==> config.mk <==
export PLATFORM = sky130hd
export DESIGN_NAME = usf_ctrl
export DESIGN_NICKNAME = d
export VERILOG_FILES = /design/src/usf_pkg.sv /design/src/usf_ctrl.sv
export SDC_FILE = /design/constraint.sdc
export NUM_CORES = 1
export LEC_CHECK = 0
export CORE_UTILIZATION = 25
export DETAILED_ROUTE_END_ITERATION = 12
export DONT_BUFFER_PORTS = 1
export SLEW_MARGIN = 20
export SYNTH_ARGS = -nofsm -noshare
export SYNTH_HDL_FRONTEND = slang
export SYNTH_SLANG_ARGS = --single-unit
==> constraint.sdc <==
create_clock -name clk -period 4.8 [get_ports clk]
set_clock_uncertainty 0.1 [all_clocks]
set_input_delay 1.44 -clock clk [delete_from_list [all_inputs] [get_ports clk]]
set_output_delay 1.44 -clock clk [all_outputs]
set_load 0.01 [all_outputs]
==> src/usf_pkg.sv <==
// shared constants and types for the serial port control block
package usf_pkg;
   // register offsets
   localparam logic [2:0] OFS_DATA  = 3'h0;
   localparam logic [2:0] OFS_IER   = 3'h1;
   localparam logic [2:0] OFS_ISR   = 3'h2;
   localparam logic [2:0] OFS_LCR   = 3'h3;
   localparam logic [2:0] OFS_HCR   = 3'h4;
   localparam logic [2:0] OFS_LSR   = 3'h5;
   localparam logic [2:0] OFS_MSR   = 3'h6;
   localparam logic [2:0] OFS_SCR   = 3'h7;
   // field positions
   localparam int LCR_DLAB      = 7;
   localparam int HCR_DTR       = 0;
   localparam int HCR_RTS       = 1;
   localparam int HCR_RI        = 2;
   localparam int HCR_IRQEN     = 3;
   localparam int HCR_LOOP      = 4;
   localparam int FCR_EN        = 0;
   localparam int FCR_RXRST     = 1;
   localparam int FCR_TXRST     = 2;
   localparam int FCR_DMA       = 3;
   localparam int IER_RX        = 0;
   localparam int IER_TX        = 1;
   localparam int IER_LS        = 2;
   localparam int IER_MS        = 3;
   localparam int IER_RXADDR    = 6;
   localparam int IER_TXADDR    = 7;
   // reset values
   localparam logic [7:0] ISR_RST = 8'h01;
   localparam logic [7:0] IER_RST = 8'h00;
   localparam logic [7:0] HCR_RST = 8'h00;
   localparam logic [7:0] FCR_RST = 8'h00;
   localparam logic [7:0] LCR_RST = 8'h00;
   localparam logic [7:0] SCR_RST = 8'h00;
   localparam logic [15:0] DIV_RST = 16'h0001;
   // identification codes
   localparam logic [3:0] ID_NONE = 4'h1;
   localparam logic [3:0] ID_LS   = 4'h6;
   localparam logic [3:0] ID_RX   = 4'h4;
   localparam logic [3:0] ID_TO   = 4'hC;
   localparam logic [3:0] ID_TX   = 4'h2;
   localparam logic [3:0] ID_MS   = 4'h0;
   // receive trigger levels in bytes
   localparam logic [4:0] TRIG_L0 = 5'h01;
   localparam logic [4:0] TRIG_L1 = 5'h04;
   localparam logic [4:0] TRIG_L2 = 5'h08;
   localparam logic [4:0] TRIG_L3 = 5'h0E;
   // clock rates in MHz, pre-dividers scaled by eight
   localparam int CLK_MHZ = 250;
   localparam int REF_MHZ = 24;
   localparam int PRE_SCALE = 8;
   localparam int PRE_13_X8 = 104;
   localparam int PRE_1625_X8 = 13;
   localparam int PRE_1_X8 = 8;
   localparam logic [15:0] ACC_INC = 16'(REF_MHZ * PRE_SCALE);
   // character timing in 16x ticks
   localparam int TICKS_PER_BIT = 16;
   localparam int BITS_PER_CHAR = 10;
   localparam int TO_CHARS = 4;
   localparam logic [9:0] TO_TICKS = 10'(TO_CHARS * BITS_PER_CHAR * TICKS_PER_BIT);
   localparam logic [5:0] DE_HOLD_TICKS = 6'(TICKS_PER_BIT * 3 / 2);
   // driver enable sequencer states
   typedef enum logic [2:0] {
      DE_IDLE  = 3'b001,
      DE_DRIVE = 3'b010,
      DE_HOLD  = 3'b100
   } usf_de_state_t;
   // configuration bits from the port configuration register
   typedef struct packed {
      logic       nine_bit_en;
      logic       auto_driver_enable;
      logic       auto_driver_polarity_cfg;
      logic [1:0] clock_predivider_cfg;
   } usf_cfg_t;
   // line status events from the receiver
   typedef struct packed {
      logic overrun_flag;
      logic parity_err_flag;
      logic framing_err_flag;
      logic break_flag;
   } usf_lsev_t;
endpackage

==> src/usf_ctrl.sv <==
// control, status, interrupt, baud and driver-enable logic of the serial port
`timescale 1ns/1ps
// What this block does
// modem status top bits show inverted pins, or handshake bits 3,2,0,1 in loopback.
// carrier, set-ready, clear-send change flags set on any change since last read.
// ring edge flag sets when ring input pin rises since last read.
// fifo control bits 7:6 pick receive trigger 1, 4, 8 or 14 bytes.
// fifo control bits 2 and 1 reset transmit and receive counters, self-clearing.
// fifo control bit 0 enables fifo mode; software sets it first.
// fifo control bit 3 selects dma mode 1 only with fifo enabled.
// identification bits 7:6 read ones in fifo mode, else zeros.
// identification bit 0 high with nothing pending; resets to no-interrupt code.
// line errors report 0110 at top priority; line status read clears.
// receive ready or trigger reports 0100; cleared by reading data below trigger.
// fifo data idle four character times reports 1100; receive read clears.
// empty transmit buffer reports 0010; data write or identification read clears.
// any modem change flag reports 0000 lowest; modem status read clears.
// identification bit 3 stays zero unless fifo mode enabled.
// enable bits 0..3 gate receive, transmit, line and modem interrupts.
// in nine-bit mode enable bit 7 selects address or data transmit byte.
// in nine-bit mode enable bit 6 selects address or data receive.
// baud divider divides base clock by 16-bit divisor giving 16x rate.
// base clock is reference over 13, 1.625 or 1 per configuration.
// auto driver enable rises at start-to-bit0 edge, falls 1-2 bits after stop.
// polarity configuration bit inverts the automatic driver enable levels.
// interrupt output driven only with handshake bit 3; loopback feeds carrier.
// identification shows top enabled pending source; output holds while any pend.
module usf_ctrl
   import usf_pkg::*;
(
   input  wire logic       clk,               // 250 MHz clock
   input  wire logic       rst_n,             // async reset
   input  wire logic [2:0] addr,              // register offset
   input  wire logic [7:0] wdata,             // write data
   input  wire logic       wr_stb,            // write strobe
   input  wire logic       rd_stb,            // read strobe
   output logic      [7:0] rdata,             // read data, valid after strobe
   input  wire usf_cfg_t   cfg,               // port configuration bits
   input  wire logic [7:0] rx_data_i,         // head of receive fifo
   input  wire logic [4:0] rx_level_i,        // receive fill level
   input  wire logic       rx_ready_i,        // receive data ready
   input  wire logic       rx_push_i,         // byte entered receive fifo
   input  wire logic [7:0] line_status_i,     // line status byte
   input  wire usf_lsev_t  ls_ev_i,           // line error pulses
   input  wire logic       tx_start_edge_i,   // start to bit0 edge
   input  wire logic       tx_stop_done_i,    // stop bit finished
   input  wire logic       tx_ready_i,        // transmitter takes word
   output logic      [7:0] tx_data_o,         // word to transmitter
   output logic            tx_valid_o,        // word available
   output logic            tx_buf_ready_o,    // buffer can accept a write
   output logic            rx_pop_o,          // receive buffer read pulse
   output logic            tx_fifo_rst_o,     // transmit counter reset pulse
   output logic            rx_fifo_rst_o,     // receive counter reset pulse
   output logic            dma_mode1_o,       // dma mode 1 selected
   output logic            tx_addr_byte_o,    // send address byte
   output logic            rx_addr_accept_o,  // accept address bytes
   output logic            baud16_tick_o,     // 16x bit rate enable
   output logic            loopback_o,        // diagnostic loopback
   output logic            irq_o,             // interrupt output
   output logic            dtr_n_o,           // terminal ready pin
   output logic            rts_n_o,           // request to send pin
   input  wire logic       dcd_n,             // carrier detect pin
   input  wire logic       ri_n,              // ring pin
   input  wire logic       dsr_n,             // set ready pin
   input  wire logic       cts_n              // clear to send pin
);

   ////////////////////////////////////////////////////////////////////////
   // registers
   logic [7:0]    ier_reg, hcr_reg, fcr_reg, lcr_reg, scr_reg, isr_reg;
   logic [15:0]   div_reg;
   logic [3:0]    delta_reg, st_reg;
   logic          ls_pend_reg, tx_pend_reg, to_pend_reg, empty_d_reg;
   logic [9:0]    to_cnt_reg;
   logic [15:0]   acc_reg, bcnt_reg;
   logic          base_tick;
   logic [7:0]    tb0_reg, tb1_reg;
   logic [1:0]    tb_cnt_reg;
   usf_de_state_t de_reg;
   logic [5:0]    de_cnt_reg;

   function automatic logic [4:0] trig_of(input logic [1:0] sel);
      unique case (sel)
         2'b00: trig_of = TRIG_L0;
         2'b01: trig_of = TRIG_L1;
         2'b10: trig_of = TRIG_L2;
         2'b11: trig_of = TRIG_L3;
      endcase
   endfunction

   ////////////////////////////////////////////////////////////////////////
   // address decode
   wire dlab     = lcr_reg[LCR_DLAB];
   wire wr_thr   = wr_stb && addr == OFS_DATA && !dlab;
   wire wr_dll   = wr_stb && addr == OFS_DATA && dlab;
   wire wr_ier   = wr_stb && addr == OFS_IER && !dlab;
   wire wr_dlh   = wr_stb && addr == OFS_IER && dlab;
   wire wr_fcr   = wr_stb && addr == OFS_ISR;
   wire wr_lcr   = wr_stb && addr == OFS_LCR;
   wire wr_hcr   = wr_stb && addr == OFS_HCR;
   wire wr_scr   = wr_stb && addr == OFS_SCR;
   wire rd_rbr   = rd_stb && addr == OFS_DATA && !dlab;
   wire rd_isr   = rd_stb && addr == OFS_ISR;
   wire rd_lsr   = rd_stb && addr == OFS_LSR;
   wire rd_msr   = rd_stb && addr == OFS_MSR;
   wire fifo_en  = fcr_reg[FCR_EN];
   wire loop     = hcr_reg[HCR_LOOP];

   ////////////////////////////////////////////////////////////////////////
   // modem status
   wire [3:0] st_next = loop ? {hcr_reg[HCR_IRQEN], hcr_reg[HCR_RI],
                                hcr_reg[HCR_DTR], hcr_reg[HCR_RTS]}
                             : ~{dcd_n, ri_n, dsr_n, cts_n};
   wire [3:0] chg = st_next ^ st_reg;
   wire [3:0] delta_set = {chg[3], st_reg[2] & ~st_next[2], chg[1], chg[0]};
   wire [3:0] delta_next = (rd_msr ? 4'h0 : delta_reg) | delta_set;
   wire [7:0] msr_val = {st_reg, delta_reg};

   ////////////////////////////////////////////////////////////////////////
   // interrupt sources and priority
   wire [4:0] trig     = trig_of(fcr_reg[7:6]);
   wire rx_avail = fifo_en ? (rx_level_i >= trig) : rx_ready_i;
   wire ls_ev    = |ls_ev_i;
   wire ls_on    = ls_pend_reg && ier_reg[IER_LS];
   wire rx_on    = rx_avail && ier_reg[IER_RX];
   wire to_on    = to_pend_reg && fifo_en && ier_reg[IER_RX];
   wire tx_on    = tx_pend_reg && ier_reg[IER_TX];
   wire ms_on    = (|delta_reg) && ier_reg[IER_MS];
   wire [3:0] id_next = ls_on ? ID_LS
                      : rx_on ? ID_RX
                      : to_on ? ID_TO
                      : tx_on ? ID_TX
                      : ms_on ? ID_MS : ID_NONE;
   wire [7:0] isr_next = {{2{fifo_en}}, 2'b00, id_next[3] & fifo_en, id_next[2:0]};
   wire any_on = !id_next[0];

   wire tb_empty  = tb_cnt_reg == 2'd0;
   wire tx_done   = wr_thr && tb_cnt_reg != 2'd2;
   wire tx_taken  = tx_ready_i && tb_cnt_reg != 2'd0;
   wire tx_rise   = tb_empty && !empty_d_reg;
   wire tx_clr    = wr_thr || (rd_isr && isr_reg[3:0] == ID_TX);
   wire to_hit    = baud16_tick_o && to_cnt_reg == TO_TICKS - 10'd1;
   wire to_run    = fifo_en && rx_level_i != 5'd0 && !to_pend_reg;

   ////////////////////////////////////////////////////////////////////////
   // register writes
   always_ff @(posedge clk or negedge rst_n) begin
      if (!rst_n) begin
         ier_reg <= IER_RST;
         hcr_reg <= HCR_RST;
         fcr_reg <= FCR_RST;
         lcr_reg <= LCR_RST;
         scr_reg <= SCR_RST;
         div_reg <= DIV_RST;
      end else begin
         if (wr_ier) ier_reg <= wdata & 8'hCF;
         if (wr_hcr) hcr_reg <= wdata & 8'h1F;
         if (wr_fcr) fcr_reg <= wdata & 8'hC9;
         if (wr_lcr) lcr_reg <= wdata;
         if (wr_scr) scr_reg <= wdata;
         if (wr_dll) div_reg[7:0] <= wdata;
         if (wr_dlh) div_reg[15:8] <= wdata;
      end
   end

   ////////////////////////////////////////////////////////////////////////
   // status flags, set wins over clear
   always_ff @(posedge clk or negedge rst_n) begin
      if (!rst_n) begin
         st_reg      <= 4'h0;
         delta_reg   <= 4'h0;
         ls_pend_reg <= 1'b0;
         tx_pend_reg <= 1'b0;
         to_pend_reg <= 1'b0;
         empty_d_reg <= 1'b1;
         to_cnt_reg  <= 10'd0;
         isr_reg     <= ISR_RST;
      end else begin
         st_reg      <= st_next;
         delta_reg   <= delta_next;
         ls_pend_reg <= ls_ev || (ls_pend_reg && !rd_lsr);
         tx_pend_reg <= tx_rise || (tx_pend_reg && !tx_clr);
         empty_d_reg <= tb_empty;
         isr_reg     <= isr_next;
         if (rd_rbr || rx_push_i || !to_run)
            to_cnt_reg <= 10'd0;
         else if (baud16_tick_o)
            to_cnt_reg <= to_cnt_reg + 10'd1;
         to_pend_reg <= (to_run && to_hit) || (to_pend_reg && !rd_rbr && fifo_en);
      end
   end

   ////////////////////////////////////////////////////////////////////////
   // read port and strobe outputs
   wire [7:0] rd_mux = addr == OFS_DATA ? (dlab ? div_reg[7:0] : rx_data_i)
                     : addr == OFS_IER  ? (dlab ? div_reg[15:8] : ier_reg)
                     : addr == OFS_ISR  ? isr_reg
                     : addr == OFS_LCR  ? lcr_reg
                     : addr == OFS_HCR  ? hcr_reg
                     : addr == OFS_LSR  ? line_status_i
                     : addr == OFS_MSR  ? msr_val : scr_reg;

   always_ff @(posedge clk or negedge rst_n) begin
      if (!rst_n) begin
         rdata            <= 8'h00;
         rx_pop_o         <= 1'b0;
         tx_fifo_rst_o    <= 1'b0;
         rx_fifo_rst_o    <= 1'b0;
         dma_mode1_o      <= 1'b0;
         tx_addr_byte_o   <= 1'b0;
         rx_addr_accept_o <= 1'b0;
         loopback_o       <= 1'b0;
         irq_o            <= 1'b0;
         dtr_n_o          <= 1'b1;
      end else begin
         if (rd_stb) rdata <= rd_mux;
         rx_pop_o         <= rd_rbr;
         tx_fifo_rst_o    <= wr_fcr && wdata[FCR_TXRST];
         rx_fifo_rst_o    <= wr_fcr && wdata[FCR_RXRST];
         dma_mode1_o      <= fcr_reg[FCR_DMA] && fifo_en;
         tx_addr_byte_o   <= cfg.nine_bit_en && ier_reg[IER_TXADDR];
         rx_addr_accept_o <= cfg.nine_bit_en && ier_reg[IER_RXADDR];
         loopback_o       <= loop;
         irq_o            <= any_on && hcr_reg[HCR_IRQEN];
         dtr_n_o          <= loop | ~hcr_reg[HCR_DTR];
      end
   end

   ////////////////////////////////////////////////////////////////////////
   // two-entry transmit buffer
   always_ff @(posedge clk or negedge rst_n) begin
      if (!rst_n) begin
         tb0_reg    <= 8'h00;
         tb1_reg    <= 8'h00;
         tb_cnt_reg <= 2'd0;
      end else if (tx_fifo_rst_o) begin
         tb_cnt_reg <= 2'd0;
      end else begin
         unique case ({tx_done, tx_taken})
            2'b10: begin
               if (tb_cnt_reg == 2'd0) tb0_reg <= wdata;
               else tb1_reg <= wdata;
               tb_cnt_reg <= tb_cnt_reg + 2'd1;
            end
            2'b01: begin
               tb0_reg    <= tb1_reg;
               tb_cnt_reg <= tb_cnt_reg - 2'd1;
            end
            2'b11: begin
               if (tb_cnt_reg == 2'd1) tb0_reg <= wdata;
               else begin
                  tb0_reg <= tb1_reg;
                  tb1_reg <= wdata;
               end
            end
            2'b00: ;
         endcase
      end
   end
   assign tx_data_o      = tb0_reg;
   assign tx_valid_o     = !tb_empty;
   assign tx_buf_ready_o = tb_cnt_reg != 2'd2;

   ////////////////////////////////////////////////////////////////////////
   // baud generator: fractional pre-divider then 16-bit divisor
   wire [15:0] pre_x8 = cfg.clock_predivider_cfg == 2'd0 ? 16'(PRE_13_X8)
                      : cfg.clock_predivider_cfg == 2'd1 ? 16'(PRE_1625_X8)
                      : 16'(PRE_1_X8);
   wire [15:0] acc_lim = 16'(CLK_MHZ) * pre_x8;
   wire [15:0] acc_sum = acc_reg + ACC_INC;
   assign base_tick = acc_sum >= acc_lim;
   wire [15:0] div_eff = div_reg == 16'h0000 ? 16'h0001 : div_reg;

   always_ff @(posedge clk or negedge rst_n) begin
      if (!rst_n) begin
         acc_reg       <= 16'h0000;
         bcnt_reg      <= 16'h0000;
         baud16_tick_o <= 1'b0;
      end else begin
         acc_reg       <= base_tick ? acc_sum - acc_lim : acc_sum;
         baud16_tick_o <= base_tick && bcnt_reg >= div_eff - 16'h0001;
         if (base_tick)
            bcnt_reg <= bcnt_reg >= div_eff - 16'h0001 ? 16'h0000 : bcnt_reg + 16'h0001;
      end
   end

   ////////////////////////////////////////////////////////////////////////
   // automatic driver enable on request to send
   wire de_pol  = cfg.auto_driver_polarity_cfg;
   wire de_act  = de_reg != DE_IDLE;
   wire rts_man = loop | ~hcr_reg[HCR_RTS];
   wire rts_next = cfg.auto_driver_enable ? (de_act ^ de_pol) : rts_man;

   always_ff @(posedge clk or negedge rst_n) begin
      if (!rst_n) begin
         de_reg     <= DE_IDLE;
         de_cnt_reg <= 6'd0;
         rts_n_o    <= 1'b1;
      end else begin
         rts_n_o <= rts_next;
         unique case (de_reg)
            DE_IDLE:  if (tx_start_edge_i && cfg.auto_driver_enable) de_reg <= DE_DRIVE;
            DE_DRIVE: if (tx_stop_done_i) begin
               de_reg     <= DE_HOLD;
               de_cnt_reg <= 6'd0;
            end
            DE_HOLD: begin
               if (tx_start_edge_i) de_reg <= DE_DRIVE;
               else if (baud16_tick_o) begin
                  de_cnt_reg <= de_cnt_reg + 6'd1;
                  if (de_cnt_reg == DE_HOLD_TICKS - 6'd1) de_reg <= DE_IDLE;
               end
            end
            default: de_reg <= DE_IDLE;
         endcase
      end
   end
endmodule // usf_ctrl

After elaboration in Yosys (flattened, before gate mapping)
Index checks and enable logic that the tools add are counted.

Reduce and logical (&&, ||, !) cells: 74. Equal/unequal tests: 32. Multiply operators: 1. Muxes and demuxes: 44. Magnitude comparators: 3. Bitwise logic cells: 12. Add/sub/neg operators: 8.

Operators with widths (count): $mux 8 (13); $mux 16 (3); $logic_and 1x1->1 (41); $pmux 8 s3 (1); $mux 10 (2); $mux 4 (5); $pmux 5 s4 (1); $mux 3 (6); $mux 6 (3); $add 16x1->16 const B (1); $add 16x8->16 const B (1); $ge 16x15->1 (1); $ge 16x16->1 (1); $logic_not 16->1 (1); $ne 2x2->1 const B (8); $pmux 8 s2 (1); $sub 16x1->16 const B (1); $sub 16x15->16 (1); $eq 3x3->1 const B (5); $mul 7x7->14 const A (1); $pmux 6 s2 (1); $reduce_and 4->1 (3); $add 10x1->10 const B (1); $eq 10x10->1 const B (1); 33 further kinds (71).

Word-level logic and storage cells: 208. Bits in registers: 152. Input port bits: 54. Output and inout bits: 29.

Depth between registers and ports, before layout
Word-level depth: 9. Depth in mapped cells: 16. Mapped depth without buffers: 14.

Worst setup path after synthesis
Ideal clock, no wire load.

Path type: input to register. Start point: input cfg[1] (netlist bit). End point: register bcnt_reg[10]. Slack: 1006 ps. Required time: 4572 ps. Arrival time: 3566 ps. Path buffers: 1. Library setup time: 128 ps. Cell stages on the path: 10. Path through: or2_2 ha_1 ha_1 a21o_1 a211o_1 a21o_1 a21bo_4 nand2_4 buf_6 o22ai_2.

Word-level cells in the longest chain between the ends: 5. Elaborated cells between the ends (all ways): 6. Classes of those cells: 1 x mul; 1 x order compare; 1 x eq/ne; 2 x mux; 1 x reduce/logical.

RTL lines: start: declaration (RTL line usf_ctrl.sv:38) `input wire usf_cfg_t cfg,`; $eq 2x1->1 (RTL line usf_ctrl.sv:267) `: cfg.clock_predivider_cfg == 2'd1 ? 16'(PRE_1625_X8)`; $mux 3 (RTL line usf_ctrl.sv:267); $mux 7 * (RTL line usf_ctrl.sv:266) `wire [15:0] pre_x8 = cfg.clock_predivider_cfg == 2'd0 ? 16'(PRE_13_X8)`; $mul 7x7->14 * (RTL line usf_ctrl.sv:269) `wire [15:0] acc_lim = 16'(CLK_MHZ) * pre_x8;`; $ge 16x15->1 * (RTL line usf_ctrl.sv:271) `assign base_tick = acc_sum >= acc_lim;`; end signal: assignment (RTL line usf_ctrl.sv:283) `bcnt_reg <= bcnt_reg >= div_eff - 16'h0001 ? 16'h0000 : bcnt_reg + 16'h0001;`; end: declaration (RTL line usf_ctrl.sv:75) `logic [15:0] acc_reg, bcnt_reg;`.

Every way passes the cells marked *; elsewhere a longest branch is shown, timed or not. A chain may end at the register's enable or synchronous reset.

Final worst setup path
Start point: input cfg[1] (netlist bit). End point: register bcnt_reg[12].

Same word-level chain as after synthesis.

==> summary.txt <==
Pwr
  – Switching pwr: 0.00222 W
  – Internal power: 0.00337 W
  – P per Cell Area: 582 nW/um2
  – Clk pwr share: 0.245
  – Flop pwr share: 0.365
  – VDD IR-drop max: 0.000289 V
  – Sw Ratio: 0.397
  – Logic pwr share: 0.389
  – Static Leak: 4.03 nW

Detailed routing
  – DR iter-0 viols: 451
  – Vias per inst: 4.83
  – Final WL: 22200 um
  – Wirelength per Cell: 17.0 um
  – ANT nets after route: 0
  – Drc violations: 0
  – DR pass1 iterations: 5
  – Via Count: 6294

Layout
  – Layout area overhead: 12.2%
  – Cell area after layout: 9600 um2
  – Fillers: 3506
  – Fin nets: 939
  – Layout cells sized above 1: 0.145
  – Number of diodes: 0

Floorplan
  – Core area: 33600 um2
  – I/O pin total: 83
  – Die ar.: 35000 um2
  – Rows: 67
  – Die Span X: 187 um
  – Die height: 187 um
  – Starting Density: 0.254

GRT
  – First-pass GRT wire length: 35900 um
  – GRT Util Overall: 0.132
  – Initial antenna violation count: 0
  – Number of global-route vias before repair: 6369
  – Largest net degree at the start of global routing: 152
  – Total gr overflow: 0

Setup path
  – Reg2Reg Depth: 15
  – Crit-path slowest cell: a21boi_4
  – Reg-to-reg startpoint: div_reg[10]
  – CP Class: in -> reg
  – Worst path max stage delay: 0.57 ns
  – CP Launch Point: cfg[1]
  – Crit path capture type: flip-flop
  – CP delay by family, top: simple AND/OR/NAND/NOR gates
  – Worst reg2reg path endpoint: bcnt_reg[2]
  – CP required: 5.05 ns
  – Startpoint types: input pin
  – Worst Setup EP: bcnt_reg[12]
  – CP dominant cell by count: ha_1
  – CP Buf/Inv Count: 2
  – CP cell instances: or2_2 > inv_1 > ha_1 > nand2_1 > ha_1 > nand4b_1 > nor4_1 > nor4_2 > a21boi_4 > buf_4 > a21oi_1 > o22ai_1
  – Top fanout value on the critical path: 20
  – Worst path depth: 12
  – R2r setup slk: 0.98 ns
  – Critical Path AT: 4.09 ns

CTS
  – Hold buffers post-CTS: 0
  – Sink Count: 151
  – Total CTS buffers: 17
  – Clk_lat worst skew: 0.44 ns
  – Clock Tree Buf Depth: 2
  – Worst-path clk slew: 0.06 ns
  – CTS HTree Levels: 4
  – Resized cells post-CTS: 0
  – CTS tree: done
  – Root Driver: clkbuf_16
  – Post-CTS Setup Repair Bufs: 0

STA
  – Max-slew violations: 0
  – Final Setup Violations: 0
  – Fin. Hold Viols: 0
  – Post-route clock period utilization: 0.801
  – Worst slew pin tran: 1.05 ns
  – Post-layout minimum cycle time: 3.85 ns
  – Setup TNS: 0 ns
  – Relative slew slack: 0.292
  – RSZ-0062 raised after global routing: no
  – F_max: 0.260 GHz

Place
  – HPWL Detailed: 16000 um
  – Gp weighted congestion: 0.794
  – Input/output buffers: 0
  – Placed inst area: 9000 um2

Yosys
  – Most frequent cell after synthesis: dfrtp_1
  – Synth top area share: 0.424
  – Flops & latches, synth: 151
  – Syn Area/Cell: 10.1 um2
  – Syn Std Cell Area: 8550 um2
  – Yosys warns: 0
  – Synth Net Count: 945
  – Number of synthesized flops with an enable pin: 0
  – Register area share after synthesis: 0.443
  – Top post-synthesis cells by area: dfrtp_1, mux2_2, ha_1
  – Most used DFF post-synth: dfrtp_1
  – Ys async rst share: 1.00
  – Distinct cells, synth: 66
  – Top cells by count, synth: dfrtp_1, nand2_1, mux2_2, o21ai_0, nor2_1
  – Dominant cell type by area after synthesis: dfrtp_1
  – Cells after Synth: 849

Outcome
  – Status: finished clean

Hold path
  – Hold crit path type: reg -> reg

Job
  – Max Cap Viol: 0
==> cells by family after synthesis <==
| family | count (synthesis) | share of synthesized area |
|---|---|---|
| AOI/OAI and AO/OA | 178 | 0.133 |
| DFF | 151 | 0.443 |
| buffers and inverters | 71 | 0.0360 |
| and+or+nand+nor | 271 | 0.160 |
| muxes | 92 | 0.122 |
| adders and majority gates | 42 | 0.0614 |
| xor gates and xnor gates | 44 | 0.0451 |
==> per-layer routing <==
layer  track usage  vias to the layer above  wire length (um)
li1              -                     3037                 -
met1         0.170                     3093             10100
met2         0.211                      145             10200
met3        0.0422                       19              1600
met4        0.0353                        0               256
met5             0                        -                 0
==> power by group through the flow <==
stage	registers (W)	logic, W	clock network (W)
floorplan	0.00192	0.00185	0
finish	0.00204	0.00217	0.00137
global placement	0.00206	0.00215	0
detailed placement	0.00207	0.00218	0
global route	0.00210	0.00245	0.00146
CTS	0.00205	0.00219	0.00141
==> through the flow <==
stage                      util  setup slack, ns  power (W)  std cells  hold slack [ns]
after floorplan               -             1.01    0.00376        849            0.252
after global placement    0.268            0.557    0.00421       1272            0.336
after detailed placement  0.268            0.521    0.00425       1272            0.344
after CTS                 0.286            0.943    0.00565       1304            0.359
after global routing      0.286            0.521    0.00601       1304            0.369
final                     0.286            0.955    0.00559       1304            0.356
==> final cells by class <==
type,count,area (um2),share of cell area
flip-flops and latches,151,3790,0.394
clock buffers,18,439,0.0458
inverters,42,158,0.0164
clock inverters,14,160,0.0167
well taps,448,561,0.0584
repair buffers,4,30.0,0.00313
multi-input cells,627,4460,0.465
==> cells in the final DEF, fill, tap and decap left out, types with 9 or more instances in the layout <==
master       n
nand2_1     94
a31oi_1     10
a21oi_1     43
ha_1        42
nor3_1      10
nor2_1      50
mux2i_1     31
nand4_1     10
nand3_1     28
xor2_1      18
mux2_2      57
inv_1       42
dfrtp_1    145
xnor2_1     26
o21ai_0     54
a211oi_1     9
nor4_1       9
o22ai_1      9
clkbuf_16   17
nand2b_1    16
==> worst min-delay path by stage <==
stage	to	depth (start not counted)	slack, ns	startpoint
3_3_place_gp	dtr_n_o	1	0.34	hcr_reg[0]
4_1_cts	dtr_n_o	1	0.36	hcr_reg[0]
3_5_place_dp	dtr_n_o	1	0.34	hcr_reg[0]
5_1_grt	dtr_n_o	1	0.37	hcr_reg[0]
6_report	dtr_n_o	1	0.36	hcr_reg[0]
2_1_floorplan	loopback_o	0	0.25	hcr_reg[4]
(Power assumes the default switching activity.)
